[config.mk]
export PLATFORM = sky130hd
export DESIGN_NAME = pss_seq
export DESIGN_NICKNAME = d
export VERILOG_FILES = /design/src/hdl/pss_pkg.sv /design/src/hdl/pss_seq.sv /design/src/hdl/pss_led.sv
export SDC_FILE = /design/constraint.sdc
export NUM_CORES = 1
export LEC_CHECK = 0
export BUFFER_PORTS_ARGS = -buffer_cell sky130_fd_sc_hd__clkbuf_2
export CORE_ASPECT_RATIO = 1.25
export CORE_UTILIZATION = 40
export CTS_BUF_LIST = sky130_fd_sc_hd__clkbuf_8
export DETAILED_ROUTE_END_ITERATION = 7
export SYNTH_ARGS = -nofsm -noshare
export SYNTH_HDL_FRONTEND = slang
export SYNTH_HIERARCHICAL = 1
export SYNTH_SLANG_ARGS = --single-unit
[constraint.sdc]
create_clock -name sys_clk -period 2.4 [get_ports sys_clk]
set_input_delay 0.24 -clock sys_clk [delete_from_list [all_inputs] [get_ports sys_clk]]
set_output_delay 0.24 -clock sys_clk [all_outputs]
set_load 0.05 [all_outputs]
[src/hdl/pss_pkg.sv]
package pss_pkg;
	localparam int CLK_PERIOD_NS = 8;
	localparam int MS_NS         = 1000000;
	localparam int MS_CYCLES     = (MS_NS + CLK_PERIOD_NS - 1) / CLK_PERIOD_NS;
	localparam int PRE_W         = 17;
	localparam int CNT_W         = 11;
	localparam logic [CNT_W-1:0] INGOOD_START_MS = 11'h3E8;
	localparam logic [CNT_W-1:0] INGOOD_DIP_MS   = 11'h032;
	localparam logic [CNT_W-1:0] ON_DELAY_MS     = 11'h00A;
	localparam logic [CNT_W-1:0] PG_DELAY_MS     = 11'h0C8;
	localparam logic [CNT_W-1:0] HOLDUP_MS       = 11'h007;
	localparam logic [CNT_W-1:0] MIN_OFF_MS      = 11'h1F4;
	localparam logic [CNT_W-1:0] BLINK1_HALF_MS  = 11'h1F4;
	localparam logic [CNT_W-1:0] BLINK2_HALF_MS  = 11'h0FA;
	localparam int TEMP_W = 8;
	localparam logic [TEMP_W-1:0] TEMP_WARN_NORMAL  = 8'h73;
	localparam logic [TEMP_W-1:0] TEMP_WARN_REVERSE = 8'h7C;
	localparam int TRIM_W = 9;
	localparam logic [TRIM_W-1:0] TRIM_MAX_MV = 9'h0FA;
	localparam int NUM_SD = 6;
	localparam int NUM_WN = 3;
	localparam int ADDR_W = 4;
	localparam int DATA_W = 32;
	localparam logic [ADDR_W-1:0] REG_CTRL   = 4'h0;
	localparam logic [ADDR_W-1:0] REG_STATUS = 4'h4;
	localparam logic [ADDR_W-1:0] REG_EVENTS = 4'h8;
	localparam logic [ADDR_W-1:0] REG_TEMP   = 4'hC;
	localparam int CTRL_FW_UPLOAD = 0;
	localparam int CTRL_REVERSE   = 1;
	localparam logic [1:0] CTRL_RST = 2'h0;
	typedef enum logic [2:0] {
		LED_OFF       = 3'h0,
		LED_GREEN     = 3'h1,
		LED_GREEN_1HZ = 3'h2,
		LED_GREEN_2HZ = 3'h3,
		LED_AMBER_1HZ = 3'h4,
		LED_AMBER     = 3'h5
	} pss_led_t;
	typedef enum logic [1:0] {
		MAIN_OFF  = 2'b00,
		MAIN_WAIT = 2'b01,
		MAIN_ON   = 2'b11,
		MAIN_DROP = 2'b10
	} pss_main_t;
endpackage : pss_pkg

[src/hdl/pss_seq.sv]
`timescale 1ns/1ps
module pss_seq
	import pss_pkg::*;
#(
	parameter int MS_CYC = pss_pkg::MS_CYCLES
)
(
	// Clock and reset
	input  wire logic                          sys_clk,
	input  wire logic                          sys_rst,
	// Register port
	input  wire logic [pss_pkg::ADDR_W-1:0]    reg_addr,
	input  wire logic [pss_pkg::DATA_W-1:0]    reg_wdata,
	input  wire logic                          reg_wr,
	input  wire logic                          reg_rd,
	output logic      [pss_pkg::DATA_W-1:0]    reg_rdata,
	// System control pins
	input  wire logic                          main_on_request_n,
	input  wire logic                          hot_unplug_kill,
	output logic                               input_good,
	output logic                               outputs_good,
	output logic                               fault_alert_n,
	output logic                               present_n,
	// Power train status
	input  wire logic                          input_in_range,
	input  wire logic                          main_in_regulation,
	input  wire logic                          standby_in_regulation,
	input  wire logic                          standby_trip,
	output logic                               main_output_en,
	output logic                               standby_output_en,
	// Shutdown events
	input  wire logic                          over_current_trip,
	input  wire logic                          over_voltage_trip,
	input  wire logic                          under_voltage_trip,
	input  wire logic                          over_temp_trip,
	input  wire logic                          fan_fail,
	input  wire logic                          general_failure,
	// Warning events and temperature
	input  wire logic [pss_pkg::TEMP_W-1:0]    inlet_temp,
	input  wire logic                          hotspot_temp_warn,
	input  wire logic                          high_current_warn,
	input  wire logic                          fan_slow_warn,
	input  wire logic                          fan_at_full,
	output logic                               fan_full_cmd,
	// Load share
	input  wire logic                          share_is_master,
	input  wire logic [pss_pkg::TRIM_W-1:0]    share_trim_req_mv,
	output logic                               load_share_connect,
	output logic      [pss_pkg::TRIM_W-1:0]    share_trim_mv,
	// Status lamp
	output logic                               led_green,
	output logic                               led_amber
);
	import pss_pkg::*;

	function automatic logic reached(input logic [CNT_W-1:0] cnt,
	                                 input logic [CNT_W-1:0] lim);
		reached = (cnt >= lim);
	endfunction : reached

	// Millisecond prescaler
	logic [PRE_W-1:0] pre_r;
	logic             ms_tick;
	wire              pre_wrap = (pre_r == PRE_W'(MS_CYC - 1));

	always_ff @(posedge sys_clk)
	begin
		if (sys_rst)
		begin
			pre_r   <= '0;
			ms_tick <= 1'b0;
		end
		else
		begin
			pre_r   <= pre_wrap ? '0 : pre_r + PRE_W'(1);
			ms_tick <= pre_wrap;
		end
	end

	// Control register
	logic [1:0] ctrl_r;
	wire        fw_upload   = ctrl_r[CTRL_FW_UPLOAD];
	wire        reverse_air = ctrl_r[CTRL_REVERSE];
	wire        ctrl_wr     = reg_wr && (reg_addr == REG_CTRL);

	always_ff @(posedge sys_clk)
	begin
		if (sys_rst)
			ctrl_r <= CTRL_RST;
		else if (ctrl_wr)
			ctrl_r <= reg_wdata[1:0];
	end

	// On request edge clears latched faults
	logic req_prev_r;
	wire  req_active = !main_on_request_n;
	wire  fault_clr  = req_active && !req_prev_r;

	always_ff @(posedge sys_clk)
	begin
		if (sys_rst)
			req_prev_r <= 1'b0;
		else
			req_prev_r <= req_active;
	end

	// Shutdown latches, new event wins over clear
	logic [NUM_SD-1:0] sd_lat_r;
	wire  [NUM_SD-1:0] sd_in = {general_failure, fan_fail, over_temp_trip,
	                            under_voltage_trip, over_voltage_trip, over_current_trip};
	wire               shutdown = |sd_lat_r;

	genvar gi;
	generate
		for (gi = 0; gi < NUM_SD; gi++)
		begin : g_sd
			always_ff @(posedge sys_clk)
			begin
				if (sys_rst)
					sd_lat_r[gi] <= 1'b0;
				else
					sd_lat_r[gi] <= sd_in[gi] || (sd_lat_r[gi] && !fault_clr);
			end
		end
	endgenerate

	// Inlet warning, cleared when back in range
	wire [TEMP_W-1:0] temp_lim  = reverse_air ? TEMP_WARN_REVERSE : TEMP_WARN_NORMAL;
	wire              inlet_hot = (inlet_temp >= temp_lim);
	wire              temp_warn = inlet_hot || hotspot_temp_warn;
	// Fan commanded first; alert waits for full speed
	wire              temp_alert = temp_warn && fan_full_cmd && fan_at_full;
	wire [NUM_WN-1:0] wn_in = {fan_slow_warn, high_current_warn, temp_alert};
	wire              warning = |wn_in;

	always_ff @(posedge sys_clk)
	begin
		if (sys_rst)
			fan_full_cmd <= 1'b0;
		else
			fan_full_cmd <= temp_warn;
	end

	// Input-good qualification
	logic [CNT_W-1:0] ig_cnt_r;
	logic             was_up_r;
	wire  [CNT_W-1:0] ig_lim  = was_up_r ? INGOOD_DIP_MS : INGOOD_START_MS;
	wire              ig_done = reached(ig_cnt_r, ig_lim);

	always_ff @(posedge sys_clk)
	begin
		if (sys_rst)
		begin
			ig_cnt_r   <= '0;
			was_up_r   <= 1'b0;
			input_good <= 1'b0;
		end
		else if (!input_in_range)
		begin
			ig_cnt_r   <= '0;
			input_good <= 1'b0;
		end
		else
		begin
			ig_cnt_r   <= ig_done ? ig_cnt_r : ig_cnt_r + CNT_W'(ms_tick);
			input_good <= ig_done;
			was_up_r   <= was_up_r || ig_done;
		end
	end

	// Standby output with minimum off time
	logic [CNT_W-1:0] sb_off_r;
	wire              sb_off_done = (sb_off_r > MIN_OFF_MS);

	always_ff @(posedge sys_clk)
	begin
		if (sys_rst)
		begin
			standby_output_en <= 1'b0;
			sb_off_r          <= '0;
		end
		else if (standby_output_en)
		begin
			standby_output_en <= !standby_trip && input_in_range;
			sb_off_r          <= '0;
		end
		else
		begin
			sb_off_r          <= sb_off_done ? sb_off_r : sb_off_r + CNT_W'(ms_tick);
			standby_output_en <= sb_off_done && !standby_trip && input_in_range;
		end
	end

	// Main output sequencer
	pss_main_t        st_r;
	pss_main_t        st_nxt;
	logic [CNT_W-1:0] st_cnt_r;
	logic [CNT_W-1:0] off_cnt_r;
	wire              abort    = hot_unplug_kill || shutdown;
	wire              go       = req_active && input_good && !abort;
	wire              off_done = reached(off_cnt_r, MIN_OFF_MS);

	always_comb
	begin
		st_nxt = st_r;
		case (st_r)
			MAIN_OFF:
				if (go && off_done)
					st_nxt = MAIN_WAIT;
			MAIN_WAIT:
				if (!go)
					st_nxt = MAIN_OFF;
				else if (reached(st_cnt_r, ON_DELAY_MS))
					st_nxt = MAIN_ON;
			MAIN_ON:
				if (abort)
					st_nxt = MAIN_OFF;
				else if (!go)
					st_nxt = MAIN_DROP;
			MAIN_DROP:
				if (abort || (st_cnt_r > HOLDUP_MS))
					st_nxt = MAIN_OFF;
			default:
				st_nxt = MAIN_OFF;
		endcase
	end

	wire main_on_nxt = (st_nxt == MAIN_ON) || (st_nxt == MAIN_DROP);

	always_ff @(posedge sys_clk)
	begin
		if (sys_rst)
		begin
			st_r           <= MAIN_OFF;
			st_cnt_r       <= '0;
			off_cnt_r      <= MIN_OFF_MS;
			main_output_en <= 1'b0;
		end
		else
		begin
			st_r           <= st_nxt;
			st_cnt_r       <= (st_nxt != st_r) ? '0 : st_cnt_r + CNT_W'(ms_tick);
			main_output_en <= main_on_nxt;
			if (main_output_en)
				off_cnt_r <= '0;
			else if (!off_done)
				off_cnt_r <= off_cnt_r + CNT_W'(ms_tick);
		end
	end

	// Power-good after main comes up in regulation
	logic [CNT_W-1:0] pg_cnt_r;
	wire              in_reg  = main_in_regulation && standby_in_regulation;
	wire              pg_arm  = (st_r == MAIN_ON) && in_reg && go;
	wire              pg_done = reached(pg_cnt_r, PG_DELAY_MS);

	always_ff @(posedge sys_clk)
	begin
		if (sys_rst)
		begin
			pg_cnt_r     <= '0;
			outputs_good <= 1'b0;
		end
		else if (!pg_arm)
		begin
			pg_cnt_r     <= '0;
			outputs_good <= 1'b0;
		end
		else
		begin
			pg_cnt_r     <= pg_done ? pg_cnt_r : pg_cnt_r + CNT_W'(ms_tick);
			outputs_good <= pg_done;
		end
	end

	// Load share connection and follower trim
	wire [TRIM_W-1:0] trim_clip = (share_trim_req_mv > TRIM_MAX_MV) ?
	                              TRIM_MAX_MV : share_trim_req_mv;

	always_ff @(posedge sys_clk)
	begin
		if (sys_rst)
		begin
			load_share_connect <= 1'b0;
			share_trim_mv      <= '0;
		end
		else
		begin
			load_share_connect <= main_on_nxt && !shutdown;
			share_trim_mv      <= (share_is_master || !main_on_nxt) ? '0 : trim_clip;
		end
	end

	// Lamp pattern and alert, registered together
	pss_led_t led_mode;
	assign led_mode = shutdown        ? LED_AMBER :
	                  !input_in_range ? LED_OFF :
	                  warning         ? LED_AMBER_1HZ :
	                  fw_upload       ? LED_GREEN_2HZ :
	                  outputs_good    ? LED_GREEN :
	                                    LED_GREEN_1HZ;

	always_ff @(posedge sys_clk)
	begin
		if (sys_rst)
			fault_alert_n <= 1'b1;
		else
			fault_alert_n <= !(shutdown || warning);
	end

	pss_led u_led (
		.sys_clk   (sys_clk),
		.sys_rst   (sys_rst),
		.ms_tick   (ms_tick),
		.mode      (led_mode),
		.led_green (led_green),
		.led_amber (led_amber)
	);

	assign present_n = 1'b0;

	// Register read
	wire [DATA_W-1:0] status_w = DATA_W'({st_r, fan_full_cmd, load_share_connect,
	                                      standby_output_en, main_output_en,
	                                      input_good, outputs_good});
	wire [DATA_W-1:0] events_w = DATA_W'({wn_in, sd_lat_r});
	wire [DATA_W-1:0] rd_mux   = (reg_addr == REG_CTRL)   ? DATA_W'(ctrl_r) :
	                             (reg_addr == REG_STATUS) ? status_w :
	                             (reg_addr == REG_EVENTS) ? events_w :
	                             (reg_addr == REG_TEMP)   ? DATA_W'(inlet_temp) :
	                                                        '0;

	always_ff @(posedge sys_clk)
	begin
		if (sys_rst)
			reg_rdata <= '0;
		else
			reg_rdata <= reg_rd ? rd_mux : '0;
	end
endmodule : pss_seq

[src/hdl/pss_led.sv]
`timescale 1ns/1ps
module pss_led
	import pss_pkg::*;
(
	// Clock and reset
	input  wire logic                  sys_clk,
	input  wire logic                  sys_rst,
	// Millisecond tick and pattern
	input  wire logic                  ms_tick,
	input  wire pss_pkg::pss_led_t     mode,
	// Lamp drive
	output logic                       led_green,
	output logic                       led_amber
);
	logic [CNT_W-1:0] slow_cnt_r;
	logic [CNT_W-1:0] fast_cnt_r;
	logic             slow_ph_r;
	logic             fast_ph_r;
	wire              slow_wrap = ms_tick && (slow_cnt_r == BLINK1_HALF_MS - 11'h001);
	wire              fast_wrap = ms_tick && (fast_cnt_r == BLINK2_HALF_MS - 11'h001);
	wire              grn_nxt   = (mode == LED_GREEN) ||
	                              ((mode == LED_GREEN_1HZ) && slow_ph_r) ||
	                              ((mode == LED_GREEN_2HZ) && fast_ph_r);
	wire              amb_nxt   = (mode == LED_AMBER) ||
	                              ((mode == LED_AMBER_1HZ) && slow_ph_r);

	// Half-period phases, equal on and off time
	always_ff @(posedge sys_clk)
	begin
		if (sys_rst)
		begin
			slow_cnt_r <= '0;
			fast_cnt_r <= '0;
			slow_ph_r  <= 1'b0;
			fast_ph_r  <= 1'b0;
		end
		else
		begin
			slow_cnt_r <= slow_wrap ? '0 : slow_cnt_r + CNT_W'(ms_tick);
			fast_cnt_r <= fast_wrap ? '0 : fast_cnt_r + CNT_W'(ms_tick);
			slow_ph_r  <= slow_ph_r ^ slow_wrap;
			fast_ph_r  <= fast_ph_r ^ fast_wrap;
		end
	end

	always_ff @(posedge sys_clk)
	begin
		if (sys_rst)
		begin
			led_green <= 1'b0;
			led_amber <= 1'b0;
		end
		else
		begin
			led_green <= grn_nxt;
			led_amber <= amb_nxt;
		end
	end
endmodule : pss_led

-- Word-level counts from Yosys, hierarchy flattened
Cells that the tools add are included.
Widths: inputs -> output; s select.
- bits in registers: 159
- input bits: 74
- output and inout bits: 51
- logic and storage cells: 165
- add/sub/neg operators: 8
- magnitude comparators: 8
- eq/ne operators: 18
- bitwise logic cells: 5
- reduce and logical (&&, ||, !) cells: 67
- mux-type cells: 22
- operators with widths (operator ; count):
    $add 11x1->11 ; 7
    $mux 9 ; 3
    $logic_and 1x1->1 ; 25
    $mux 8 ; 3
    $reduce_or 2->1 ; 10
    $mux 2 ; 9
    $add 17x1->17 const B ; 1
    $eq 17x17->1 const B ; 1
    $logic_or 1x1->1 ; 16
    $eq 11x8->1 const B ; 1
    $eq 11x9->1 const B ; 1
    $ge 11x10->1 ; 1
    $ge 11x4->1 const B ; 1
    $ge 11x8->1 const B ; 1
    $ge 11x9->1 const B ; 1
    $gt 11x3->1 const B ; 1
    $gt 11x9->1 const B ; 1
    $mux 10 ; 1
    $gt 9x8->1 const B ; 1
    $mux 3 ; 3
    $reduce_or 3->1 ; 3
    $eq 2x2->1 const B ; 4
    $eq 4x4->1 const B ; 2
    $ge 8x7->1 ; 1
    other kinds (18) ; 30

-- Depth between registers and ports, before layout
Gate-level depths: netlist of the first run.
- depth in word-level cells: 13
- mapped depth: 10
- mapped depth without buffers: 10

-- By module
Netlist of the first run, hierarchy kept.
- modules (own cells, without submodules) (module ; sequential area each (µm²) ; cells each ; area each (µm²) ; instances):
    pss_seq ; 2202.1 ; 571 ; 5098.6 ; 1
    pss_led ; 520.5 ; 124 ; 1126.1 ; 1

-- Worst setup path before layout of the first run
Ideal clock, no wire load.
- path type: register to register
- start: register ctrl_r[1]
- end: register u_led.led_green
- library setup time: 0.125 ns
- stages on the path, launching flop included: 11
- arrival: 2.146 ns
- slack: 0.129 ns
- period minus slack after synthesis: 2.271 ns
- buffers on the path: 0
- required time: 2.275 ns
- cell sequence: dfxtp_1 > inv_1 > ha_1 > nand2b_1 > a211o_1 > a31o_2 > a41oi_1 > o2111a_1 > inv_1 > o21ai_0 > a211oi_1
- cells in the longest elaborated chain, start to end: 13
- elaborated cells on any way between the ends: 16
- classes of those cells: 1 x order compare; 3 x eq/ne; 4 x mux; 8 x reduce/logical
- ends and longest elaborated chain (item ; line ; RTL):
    start: declaration ; pss_seq.sv:81 ; logic [1:0] ctrl_r;
    start signal: assignment ; pss_seq.sv:91 ; ctrl_r <= reg_wdata[1:0];
    $mux 4 (*) ; pss_seq.sv:128 ; wire [TEMP_W-1:0] temp_lim = reverse_air ? TEMP_WARN_REVERSE : TEMP_WARN_NORMAL;
    $ge 8x7->1 (*) ; pss_seq.sv:129 ; wire inlet_hot = (inlet_temp >= temp_lim);
    $logic_or 1x1->1 (*) ; pss_seq.sv:130 ; wire temp_warn = inlet_hot || hotspot_temp_warn;
    $logic_and 1x1->1 (*) (2 in a row) ; pss_seq.sv:132 ; wire temp_alert = temp_warn && fan_full_cmd && fan_at_full;
    $reduce_or 3->1 (*) ; pss_seq.sv:134 ; wire warning = |wn_in;
    $mux 3 (*) ; pss_seq.sv:298 ; warning ? LED_AMBER_1HZ :
    $mux 3 (*) ; pss_seq.sv:297 ; !input_in_range ? LED_OFF :
    $mux 3 (*) ; pss_seq.sv:296 ; assign led_mode = shutdown ? LED_AMBER :
    via led_mode[1] ; pss_seq.sv:295 ; pss_led_t led_mode;
    $eq 3x2->1 ; pss_led.sv:22 ; ((mode == LED_GREEN_1HZ) && slow_ph_r) ||
    $logic_and 1x1->1 ; pss_led.sv:22 ;
    $logic_or 1x1->1 ; pss_led.sv:21 ; wire grn_nxt = (mode == LED_GREEN) ||
    $logic_or 1x1->1 (*) ; pss_led.sv:22 ;
    end signal: assignment ; pss_led.sv:55 ; led_green <= grn_nxt;
    end: declaration ; pss_led.sv:12 ; output logic led_green,
Mark *: on every way through the listed nets, which the timed path passes. The rest lies on a longest branch.
A chain may end at the register's enable or synchronous reset.

-- Worst setup path in the final report of the first run
Ends and elaborated chain as after synthesis.

==> flow_metrics.tcl, run 1 <==
set metrics [dict create \
    io_pins 125 \
    vias 5201 \
    finClkSkew_ns 0.0129 \
    yosysWarnings 6 \
    synth_compound_area_share_pct 11.5 \
    start_kind "flip-flop" \
    die_y_um 141 \
    synth_edf_count 0 \
    cts_tree "yes" \
    via_per_inst 5.16 \
    hold_path_class "input port to flip-flop" \
    drt-total-wl_um 14200 \
    worst_pin_slew_ns 0.546 \
    core_area_um2 15100 \
    clock-sinks 136 \
    area_delta_synth_final_pct 17.3 \
    rows 50 \
    grt_max_degree 21 \
    finalPower_mw 4.68 \
    grt_pass1_wl_um 23300 \
    slowest_delay_ns 0.33 \
    htree_num_levels 4 \
    period_minus_slack_ns 2.28 \
    start_util_pct 41.3 \
    place.gp.congestion 0.834 \
    crit_type "flip-flop to flip-flop" \
    grt_usage_pct 18.6 \
    synth_top_family_by_area "simple AND/OR/NAND/NOR gates" \
    antenna_cells 0 \
    cp_common_cell "inv_1" \
    die_area_um2 16100 \
    first_global_vias 4926 \
    grt_antenna_before_repair 0 \
    synth_area_per_cell_um2 8.96 \
    finalHoldViolations 0 \
    overflow 0 \
    clk_pin_slew_ns 0.08 \
    slew_viol_final 0 \
    port_buffers 70 \
    ant_nets 0 \
    drt_iter0_drc 231 \
    endpoint_kind "flip-flop" \
    dieWidth_um 114 \
    dp_slack_ns 0.0388 \
    netlist_instances 695 \
    worstPathArrival_ns 2.61 \
    setup_ws_ns 0.115 \
    power_density_nw_per_um2 641 \
    critPathMaxFanout 4 \
    crit_chain "inv_1 -> ha_1 -> nand2b_1 -> a211o_1 -> a31o_2 -> a41oi_2 -> buf_4 -> o2111a_1 -> inv_1 -> o21ai_2 -> a211oi_2" \
    setup_viol_count_final 0 \
    synthSimpleGateAreaFrac_pct 24.0 \
    first_pass_iters 4 \
    cts_root_buffer "clkbuf_8" \
    synth_cell_type_count 64 \
    leakage_nw 2.86 \
    cap_violations 0 \
    critical_path.slowest_cell "dfxtp_2" \
    clk_latency_ns 0.45 \
    synth_mux_area_share_pct 3.24 \
    synthXorXnorAreaFrac_pct 6.47 \
    ys_seq_area_share_pct 43.7 \
    synth_seq_cells 136 \
    cts_buffers 17 \
    post-dp-hpwl_um 10700 \
    drc 0 \
    clockBufferDepth 2 \
    max_freq_mhz 438 \
    wl_per_cell_um 14.1 \
    maxSlewHeadroom_pct 62.7 \
    required_ns 2.73 \
    netlist_area_um2 6220 \
    finalCritPeriodShare_pct 95.2 \
    cp_num_buf_inv 3 \
    status "finished clean" \
    finalNetCount 887 \
    drive_above_1_share_pct 16.5 \
    ys_async_sr_fraction_pct 0 \
    synth_flop_cell "dfxtp_1" \
    crit_family "compound AO/OA/AOI/OAI gates" \
    synthAdderAreaFrac_pct 5.23 \
    irDropWorstVdd_v 0.000315 \
]
where the power goes:
part	switching, mW	total, mW	internal (mW)	leakage (nW)
Clock	0.932	2.07	1.14	0.212
Combinational	0.222	0.317	0.0945	1.54
Sequential	0.0197	2.29	2.27	1.10
path summary, 6_finish.rpt:
check                        from                to  slack (ns)  depth (start not counted)
min reg2reg           pg_cnt_r[9]       pg_cnt_r[9]        0.43                          2
max                     ctrl_r[1]   u_led/led_green        0.12                         11
max reg2reg             ctrl_r[1]   u_led/led_green        0.12                         11
min          share_trim_req_mv[6]  share_trim_mv[6]        0.02                          3
cell type report:
class	instances	area, µm²
clock inverter	15	201
inverter	26	97.6
multi-input combinational	516	3250
clock buffer	17	234
sequential	136	2730
tap	208	260
timing repair buffer	90	528
fill	1463	7780
per-stage QoR:
stage               TNS (ns)  cell area [µm²]  hold WS (ns)  util (%)  instances
floorplan                  0             6310         0.309         -        719
global placement           0             6730         0.410      44.6        964
detailed placement         0             6730         0.417      44.6        964
CTS                        0             7270       0.00604      48.2       1007
global route        -0.00686             7300        0.0185      48.4       1008
finish                     0             7300        0.0171      48.4       1008
state kept, by name (all words and copies together) (netlist names), 2 cells and up:
register / flops
events_w: 6
st_r: 2
ig_cnt_r: 11
ctrl_r: 2
pre_r: 17
pg_cnt_r: 11
u_led/fast_cnt_r: 11
st_cnt_r: 11
off_cnt_r: 11
u_led/slow_cnt_r: 11
sb_off_r: 11
reg_rdata: 9
share_trim_mv: 9
cells in the final DEF (no fill, tap or decap), types with 5 or more instances in the layout:
cell	Yosys	layout
nor2b_1	5	5
xnor2_1	20	20
o21ai_0	27	26
nor4_1	5	5
dfxtp_1	136	134
dlygate4sd3_1	0	11
nor3_1	16	16
inv_1	26	26
nand4_1	19	19
a21oi_1	38	38
a31oi_1	5	5
and3_1	11	11
nand2_1	39	39
xor2_1	26	26
or4_1	11	11
or3_1	12	12
nand3_1	28	28
o31ai_1	16	16
buf_4	26	9
nor2_1	108	108
clkbuf_2	1	70
conb_1	1	25
clkbuf_8	0	17
mux2i_1	13	13
ha_1	26	26
cells by family after synthesis:
logic type / Yosys count
simple gates: 288
flops: 136
compound gates: 114
buf+inv: 67
xor+xnor: 46
fa+ha+maj: 26
mux: 17
other cells: 1
worst register-to-register path: stages, from the launching register on:
cell and delay (ns):
dfxtp_2 0.33, inv_1 0.07, ha_1 0.27, nand2b_1 0.14, a211o_1 0.29, a31o_2 0.25
a41oi_2 0.18, buf_4 0.15, o2111a_1 0.21, inv_1 0.07, o21ai_2 0.14, a211oi_2 0.07
routing by layer:
layer | GRT usage (%) | vias to the layer above | wire length (µm)
li1 | - | 2607 | -
met4 | 6.86 | 0 | 161
met2 | 31.1 | 99 | 6910
met1 | 22.4 | 2482 | 6600
met3 | 5.60 | 13 | 560
met5 | 0 | - | 0
what timing repair did:
action	in CTS	in global routing
buffers inserted	0	1
setup endpoints to repair	0	5
endpoints found under the hold margin	11	0
hold buffers	11	0
resized for setup	0	7
cell usage after synthesis (3+ instances only):
cell type | n | area share [%]
mux2i_1 | 13 | 2.1
nand4b_1 | 4 | 0.56
or4_1 | 11 | 1.3
nor3_1 | 16 | 1.3
o21a_1 | 4 | 0.48
o2111a_1 | 3 | 0.54
nor3b_1 | 4 | 0.48
nand2b_1 | 3 | 0.30
xor2_1 | 26 | 3.7
buf_1 | 3 | 0.18
buf_2 | 4 | 0.32
dfxtp_1 | 136 | 44
a31oi_1 | 5 | 0.50
xnor2_1 | 20 | 2.8
inv_1 | 26 | 1.6
and3_1 | 11 | 1.1
a21o_1 | 3 | 0.36
or3_1 | 12 | 1.2
nand4_1 | 19 | 1.9
nor2_1 | 108 | 6.5
o21ai_0 | 27 | 2.2
nand2_1 | 39 | 2.4
clkbuf_1 | 7 | 0.42
o31ai_1 | 16 | 1.9
nand3b_1 | 3 | 0.36
ha_1 | 26 | 5.2
buf_4 | 26 | 3.1
nand3_1 | 28 | 2.3
nor4_1 | 5 | 0.50
a21oi_1 | 38 | 3.1
or2_2 | 3 | 0.30
nor2b_1 | 5 | 0.50
a211oi_1 | 5 | 0.60
Power figures use the tool's default switching activity.
==> run 2: changes to the inputs <==
- CAP_MARGIN: default -> 30
- CORE_UTILIZATION: 40 -> 50
- PLACE_DENSITY: default -> 0.76
==> run 2 against run 1 <==
  * Clock power about the same
  * Worst hold slack about the same
  * Global-route usage up 4.1 points
  * Via count up 1.2%
  * Wire length decreased by 1.8%
  * Combinational power is 5% lower
  * Count of clock-buffer cells in the layout grew 3
  * Non-clock buffer count down 12
  * Critical path type unchanged
  * Largest power group unchanged
==> flow_metrics.tcl, run 2 (synthesized netlist as in run 1, its figures left out) <==
set metrics [dict create \
    port_buffers 70 \
    leakage_nw 2.79 \
    worstPathArrival_ns 2.58 \
    cts_setup_buffers 0 \
    layout_commonest_cell "dfxtp_1" \
    drt-met1-wl_um 5820 \
    grt_pass1_wl_um 22900 \
    met3_length_um 710 \
    final_cell_mix "135 x dfxtp_1, 108 x nor2_1, 70 x clkbuf_2, 39 x nand2_1, 38 x a21oi_1" \
    cap_violations 0 \
    die_y_um 127 \
    slowest_delay_ns 0.33 \
    final_area_um2 7140 \
    crit_type "flip-flop to flip-flop" \
    cts_buffers 17 \
    status "finished clean" \
    area_delta_synth_final_pct 14.7 \
    slew_viol_final 0 \
    io_pins 125 \
    top_register "pre_r" \
    period_minus_slack_ns 2.24 \
    largest_reg_flops 17 \
    clk_latency_ns 0.43 \
    tns_ns 0 \
    start_util_pct 51.2 \
    clockBufferDepth 2 \
    overflow 0 \
    grt_max_degree 21 \
    start_kind "flip-flop" \
    multi_input_comb_area_um2 3240 \
    maxSlewHeadroom_pct 58.2 \
    fin_util_pct 58.7 \
    grt_antenna_before_repair 1 \
    wl_per_cell_um 14.7 \
    cts_root_buffer "clkbuf_8" \
    power_density_nw_per_um2 652 \
    endpoint_kind "flip-flop" \
    htree_num_levels 4 \
    setup_viol_count_final 0 \
    dr.max_layer_used "met4" \
    fillers 1095 \
    irDropWorstVdd_v 0.000436 \
    dr_wl_met2_um 6930 \
    crit_chain "inv_1 -> ha_1 -> nand2b_1 -> a211o_1 -> a31o_2 -> a41oi_2 -> buf_4 -> a21o_1 -> o21ai_0 -> a211oi_1" \
    post-dp-hpwl_um 10400 \
    core_area_um2 12200 \
    finClkSkew_ns 0.00943 \
    clk_pin_slew_ns 0.07 \
    dp_cells 917 \
    ant_nets 0 \
    max_freq_mhz 446 \
    hold_ws_ns 0.0172 \
    die_area_um2 12900 \
    cp_num_buf_inv 2 \
    worst_pin_slew_ns 0.620 \
    vias 5263 \
    first_global_vias 5080 \
    finalHoldViolations 0 \
    finalNetCount 875 \
    drt-total-wl_um 14000 \
    first_pass_iters 6 \
    crit_family "compound AO/OA/AOI/OAI gates" \
    grt_usage_pct 22.7 \
    critPathMaxFanout 4 \
    drt_iter0_drc 251 \
    dp_slack_ns 0.0641 \
    rows 45 \
    finalCritPeriodShare_pct 93.3 \
    drc 0 \
    via_per_inst 5.53 \
    critical_path.slowest_cell "dfxtp_1" \
    place.gp.congestion 0.881 \
    hold_path_class "input port to flip-flop" \
    required_ns 2.74 \
    cts_tree "yes" \
    rsz0062_at_grt "false" \
    clock-sinks 136 \
    layout.cells.non_filler 952 \
    regArea_um2 2720 \
    dieWidth_um 102 \
    postPlaceCellArea_um2 6650 \
    finalPower_mw 4.65 \
    drive_above_1_share_pct 15.6 \
    setup_ws_ns 0.160 \
]
## run 2: timing repair
action | CTS | global route
resized for setup | 0 | 2
setup endpoints to repair | 0 | 5
endpoints found under the hold margin | 3 | 0
hold buffers | 3 | 0
## run 2: routing by layer
layer  up-vias  global-route usage [%]
li1       2573                       -
met1      2506                    26.2
met2       148                    37.6
met3        36                    5.23
met4         0                    14.1
met5         -                       0
## run 2: final cells by class
type,count,share of cell area [%]
Sequential cell,136,38.2
Clock buffer,20,3.86
Clock inverter,11,2.40
Timing Repair Buffer,78,5.85
Antenna cell,1,0.0351
Tap cell,164,2.87
Inverter,26,1.37
Multi-Input combinational cell,516,45.5
## run 2: power breakdown
part | total, mW | switching [mW] | leakage [nW] | internal [mW]
clock network | 2.06 | 0.854 | 0.209 | 1.21
registers | 2.29 | 0.0164 | 1.10 | 2.28
logic | 0.300 | 0.217 | 1.49 | 0.0832
total | 4.65 | 1.09 | 2.79 | 3.57
## run 2: path summary, 6_finish.rpt
kind / start / end / slack (ns) / depth (start not counted)
max: ctrl_r[1] / u_led/led_green / 0.16 / 10
min: over_current_trip / events_w[0] / 0.02 / 3
max reg2reg: ctrl_r[1] / u_led/led_green / 0.16 / 10
min reg2reg: pg_cnt_r[8] / pg_cnt_r[8] / 0.42 / 2
## run 2: tightest hold or removal path, cell delays in order
cell	delay, ns
clkbuf_2	0.08
a21oi_1	0.03
nor2_1	0.07
==> run 3: changes to the inputs <==
- CORE_UTILIZATION: 50 -> 52
- PLACE_DENSITY: 0.76 -> 0.79
- REMOVE_ABC_BUFFERS: default -> 1
==> run 3 against run 2 <==
  * Total power down 1.4%
  * Sequential cell count unchanged
  * Cell count up 0.32%
  * Utilization up 3.0 points
  * Clock skew up 0.0063 ns
  * Combinational power about the same
  * Register-to-register slack worse by 0.04 ns
  * Maximum frequency down 1.8%
  * Critical path depth unchanged
  * Clock power down 3%
  * Count of clock-buffer cells in the layout down 1
  * Sequential share of layout area down 0.15 points
  * Critical endpoint unchanged
==> flow_metrics.tcl, run 3 (synthesized netlist as in run 1, its figures left out) <==
set metrics [dict create \
    worstPathArrival_ns 2.63 \
    regArea_um2 2720 \
    top_register "pre_r" \
    endpoint_kind "flip-flop" \
    antenna_cells 0 \
    rows 44 \
    area_delta_synth_final_pct 15.1 \
    finalHoldViolations 0 \
    via_per_inst 5.57 \
    dp_cells 917 \
    cap_violations 0 \
    cts_tree "yes" \
    finClkSkew_ns 0.0157 \
    cts_root_buffer "clkbuf_8" \
    clock-sinks 136 \
    clockBufferDepth 2 \
    core_area_um2 11600 \
    critPathMaxFanout 4 \
    layout_commonest_cell "dfxtp_1" \
    multi_input_comb_area_um2 3240 \
    maxSlewHeadroom_pct 61.9 \
    finalCritPeriodShare_pct 95.0 \
    cts_buffers 17 \
    finalNetCount 882 \
    leakage_nw 2.84 \
    power_density_nw_per_um2 641 \
    status "finished clean" \
    overflow 0 \
    grt_max_degree 22 \
    worst_pin_slew_ns 0.566 \
    grt_pass1_wl_um 22900 \
    die_y_um 124 \
    post-dp-hpwl_um 10200 \
    port_buffers 70 \
    grt_antenna_before_repair 0 \
    io_pins 125 \
    slew_viol_final 0 \
    clk_pin_slew_ns 0.07 \
    start_kind "flip-flop" \
    drt_iter0_drc 238 \
    start_util_pct 53.6 \
    first_pass_iters 5 \
    drc 0 \
    rsz0062_at_grt "false" \
    required_ns 2.75 \
    grt_usage_pct 23.3 \
    final_cell_mix "136 x dfxtp_1, 108 x nor2_1, 70 x clkbuf_2, 39 x nand2_1, 38 x a21oi_1" \
    worstHoldPathCells 3 \
    setup_viol_count_final 0 \
    reg2regPathDepth 10 \
    htree_num_levels 4 \
    fillers 965 \
    wl_per_cell_um 14.7 \
    tns_ns 0 \
    irDropWorstVdd_v 0.000421 \
    period_minus_slack_ns 2.28 \
    drt-total-wl_um 14000 \
    dieWidth_um 99.9 \
    clk_latency_ns 0.44 \
    place.gp.congestion 0.916 \
    layout.cells.non_filler 955 \
    dp_slack_ns 0.0778 \
    setup_ws_ns 0.120 \
    hold_path_class "input port to flip-flop" \
    die_area_um2 12400 \
    drive_above_1_share_pct 15.5 \
    rrSetupSlack_ns 0.12 \
    max_freq_mhz 439 \
    largest_reg_flops 17 \
    ant_nets 0 \
    first_global_vias 5096 \
    crit_type "flip-flop to flip-flop" \
    vias 5320 \
]
run 3: cell count changes in the layout (fill, tap and decap cells not counted), sizes merged:
cell,delta
dlygate4sd3,+2
inv,+4
buf,+5
diode,-1
clkbuf,-1
clkinvlp,-3
run 3: what timing repair did:
| action | 4_1_cts | 5_1_grt |
|---|---|---|
| hold endpoints to repair | 5 | 0 |
| gates resized for setup | 0 | 1 |
| setup buffers | 0 | 2 |
| endpoints found under the setup margin | 0 | 2 |
| hold buffers | 5 | 0 |
run 3: through the flow:
| step | hold WS (ns) | area [µm²] | power, mW | util (%) |
|---|---|---|---|---|
| finish | 0.0309 | 7160 | 4.59 | 61.7 |
| global route | 0.0269 | 7160 | 4.76 | 61.7 |
| CTS | 0.000229 | 7140 | 4.63 | 61.5 |
| detailed placement | 0.414 | 6670 | 2.64 | 57.4 |
| global placement | 0.409 | 6670 | 2.63 | 57.4 |
| floorplan | 0.307 | 6060 | 2.53 | - |
run 3: path summary, 6_finish.rpt:
path                        startpoint          endpoint
setup / recovery             ctrl_r[1]   u_led/led_green
hold / removal    share_trim_req_mv[3]  share_trim_mv[3]
setup reg to reg             ctrl_r[1]   u_led/led_green
hold reg to reg            pg_cnt_r[9]       pg_cnt_r[9]
run 3: worst max-delay path: stages, from the launching register on:
cell	delay, ns
dfxtp_1	0.38
inv_1	0.09
ha_1	0.26
nand2b_1	0.14
a211o_1	0.28
a31o_2	0.25
a41oi_2	0.20
buf_4	0.15
a21o_1	0.13
o21ai_0	0.08
a211oi_1	0.22
run 3: final cells by class:
cell class              instances  area share (%)
well taps                     161            2.81
flip-flops and latches        136            38.0
clock inverters                12            2.24
inverters                      26            1.36
repair buffers                 85            6.64
multi-input cells             516            45.3
clock buffers                  19            3.65
run 3: metal layers:
metal | GRT usage [%] | up-vias | wire length [µm]
met1 | 26.6 | 2526 | 5750
li1 | - | 2591 | -
met2 | 40.0 | 172 | 7030
met3 | 6.57 | 31 | 876
met5 | 0 | - | 0
met4 | 10.2 | 0 | 364
run 3: report_power, final:
group | internal (mW) | leakage (nW) | switching (mW)
combinational | 0.0851 | 1.52 | 0.217
sequential | 2.28 | 1.10 | 0.0188
clock | 1.16 | 0.223 | 0.830
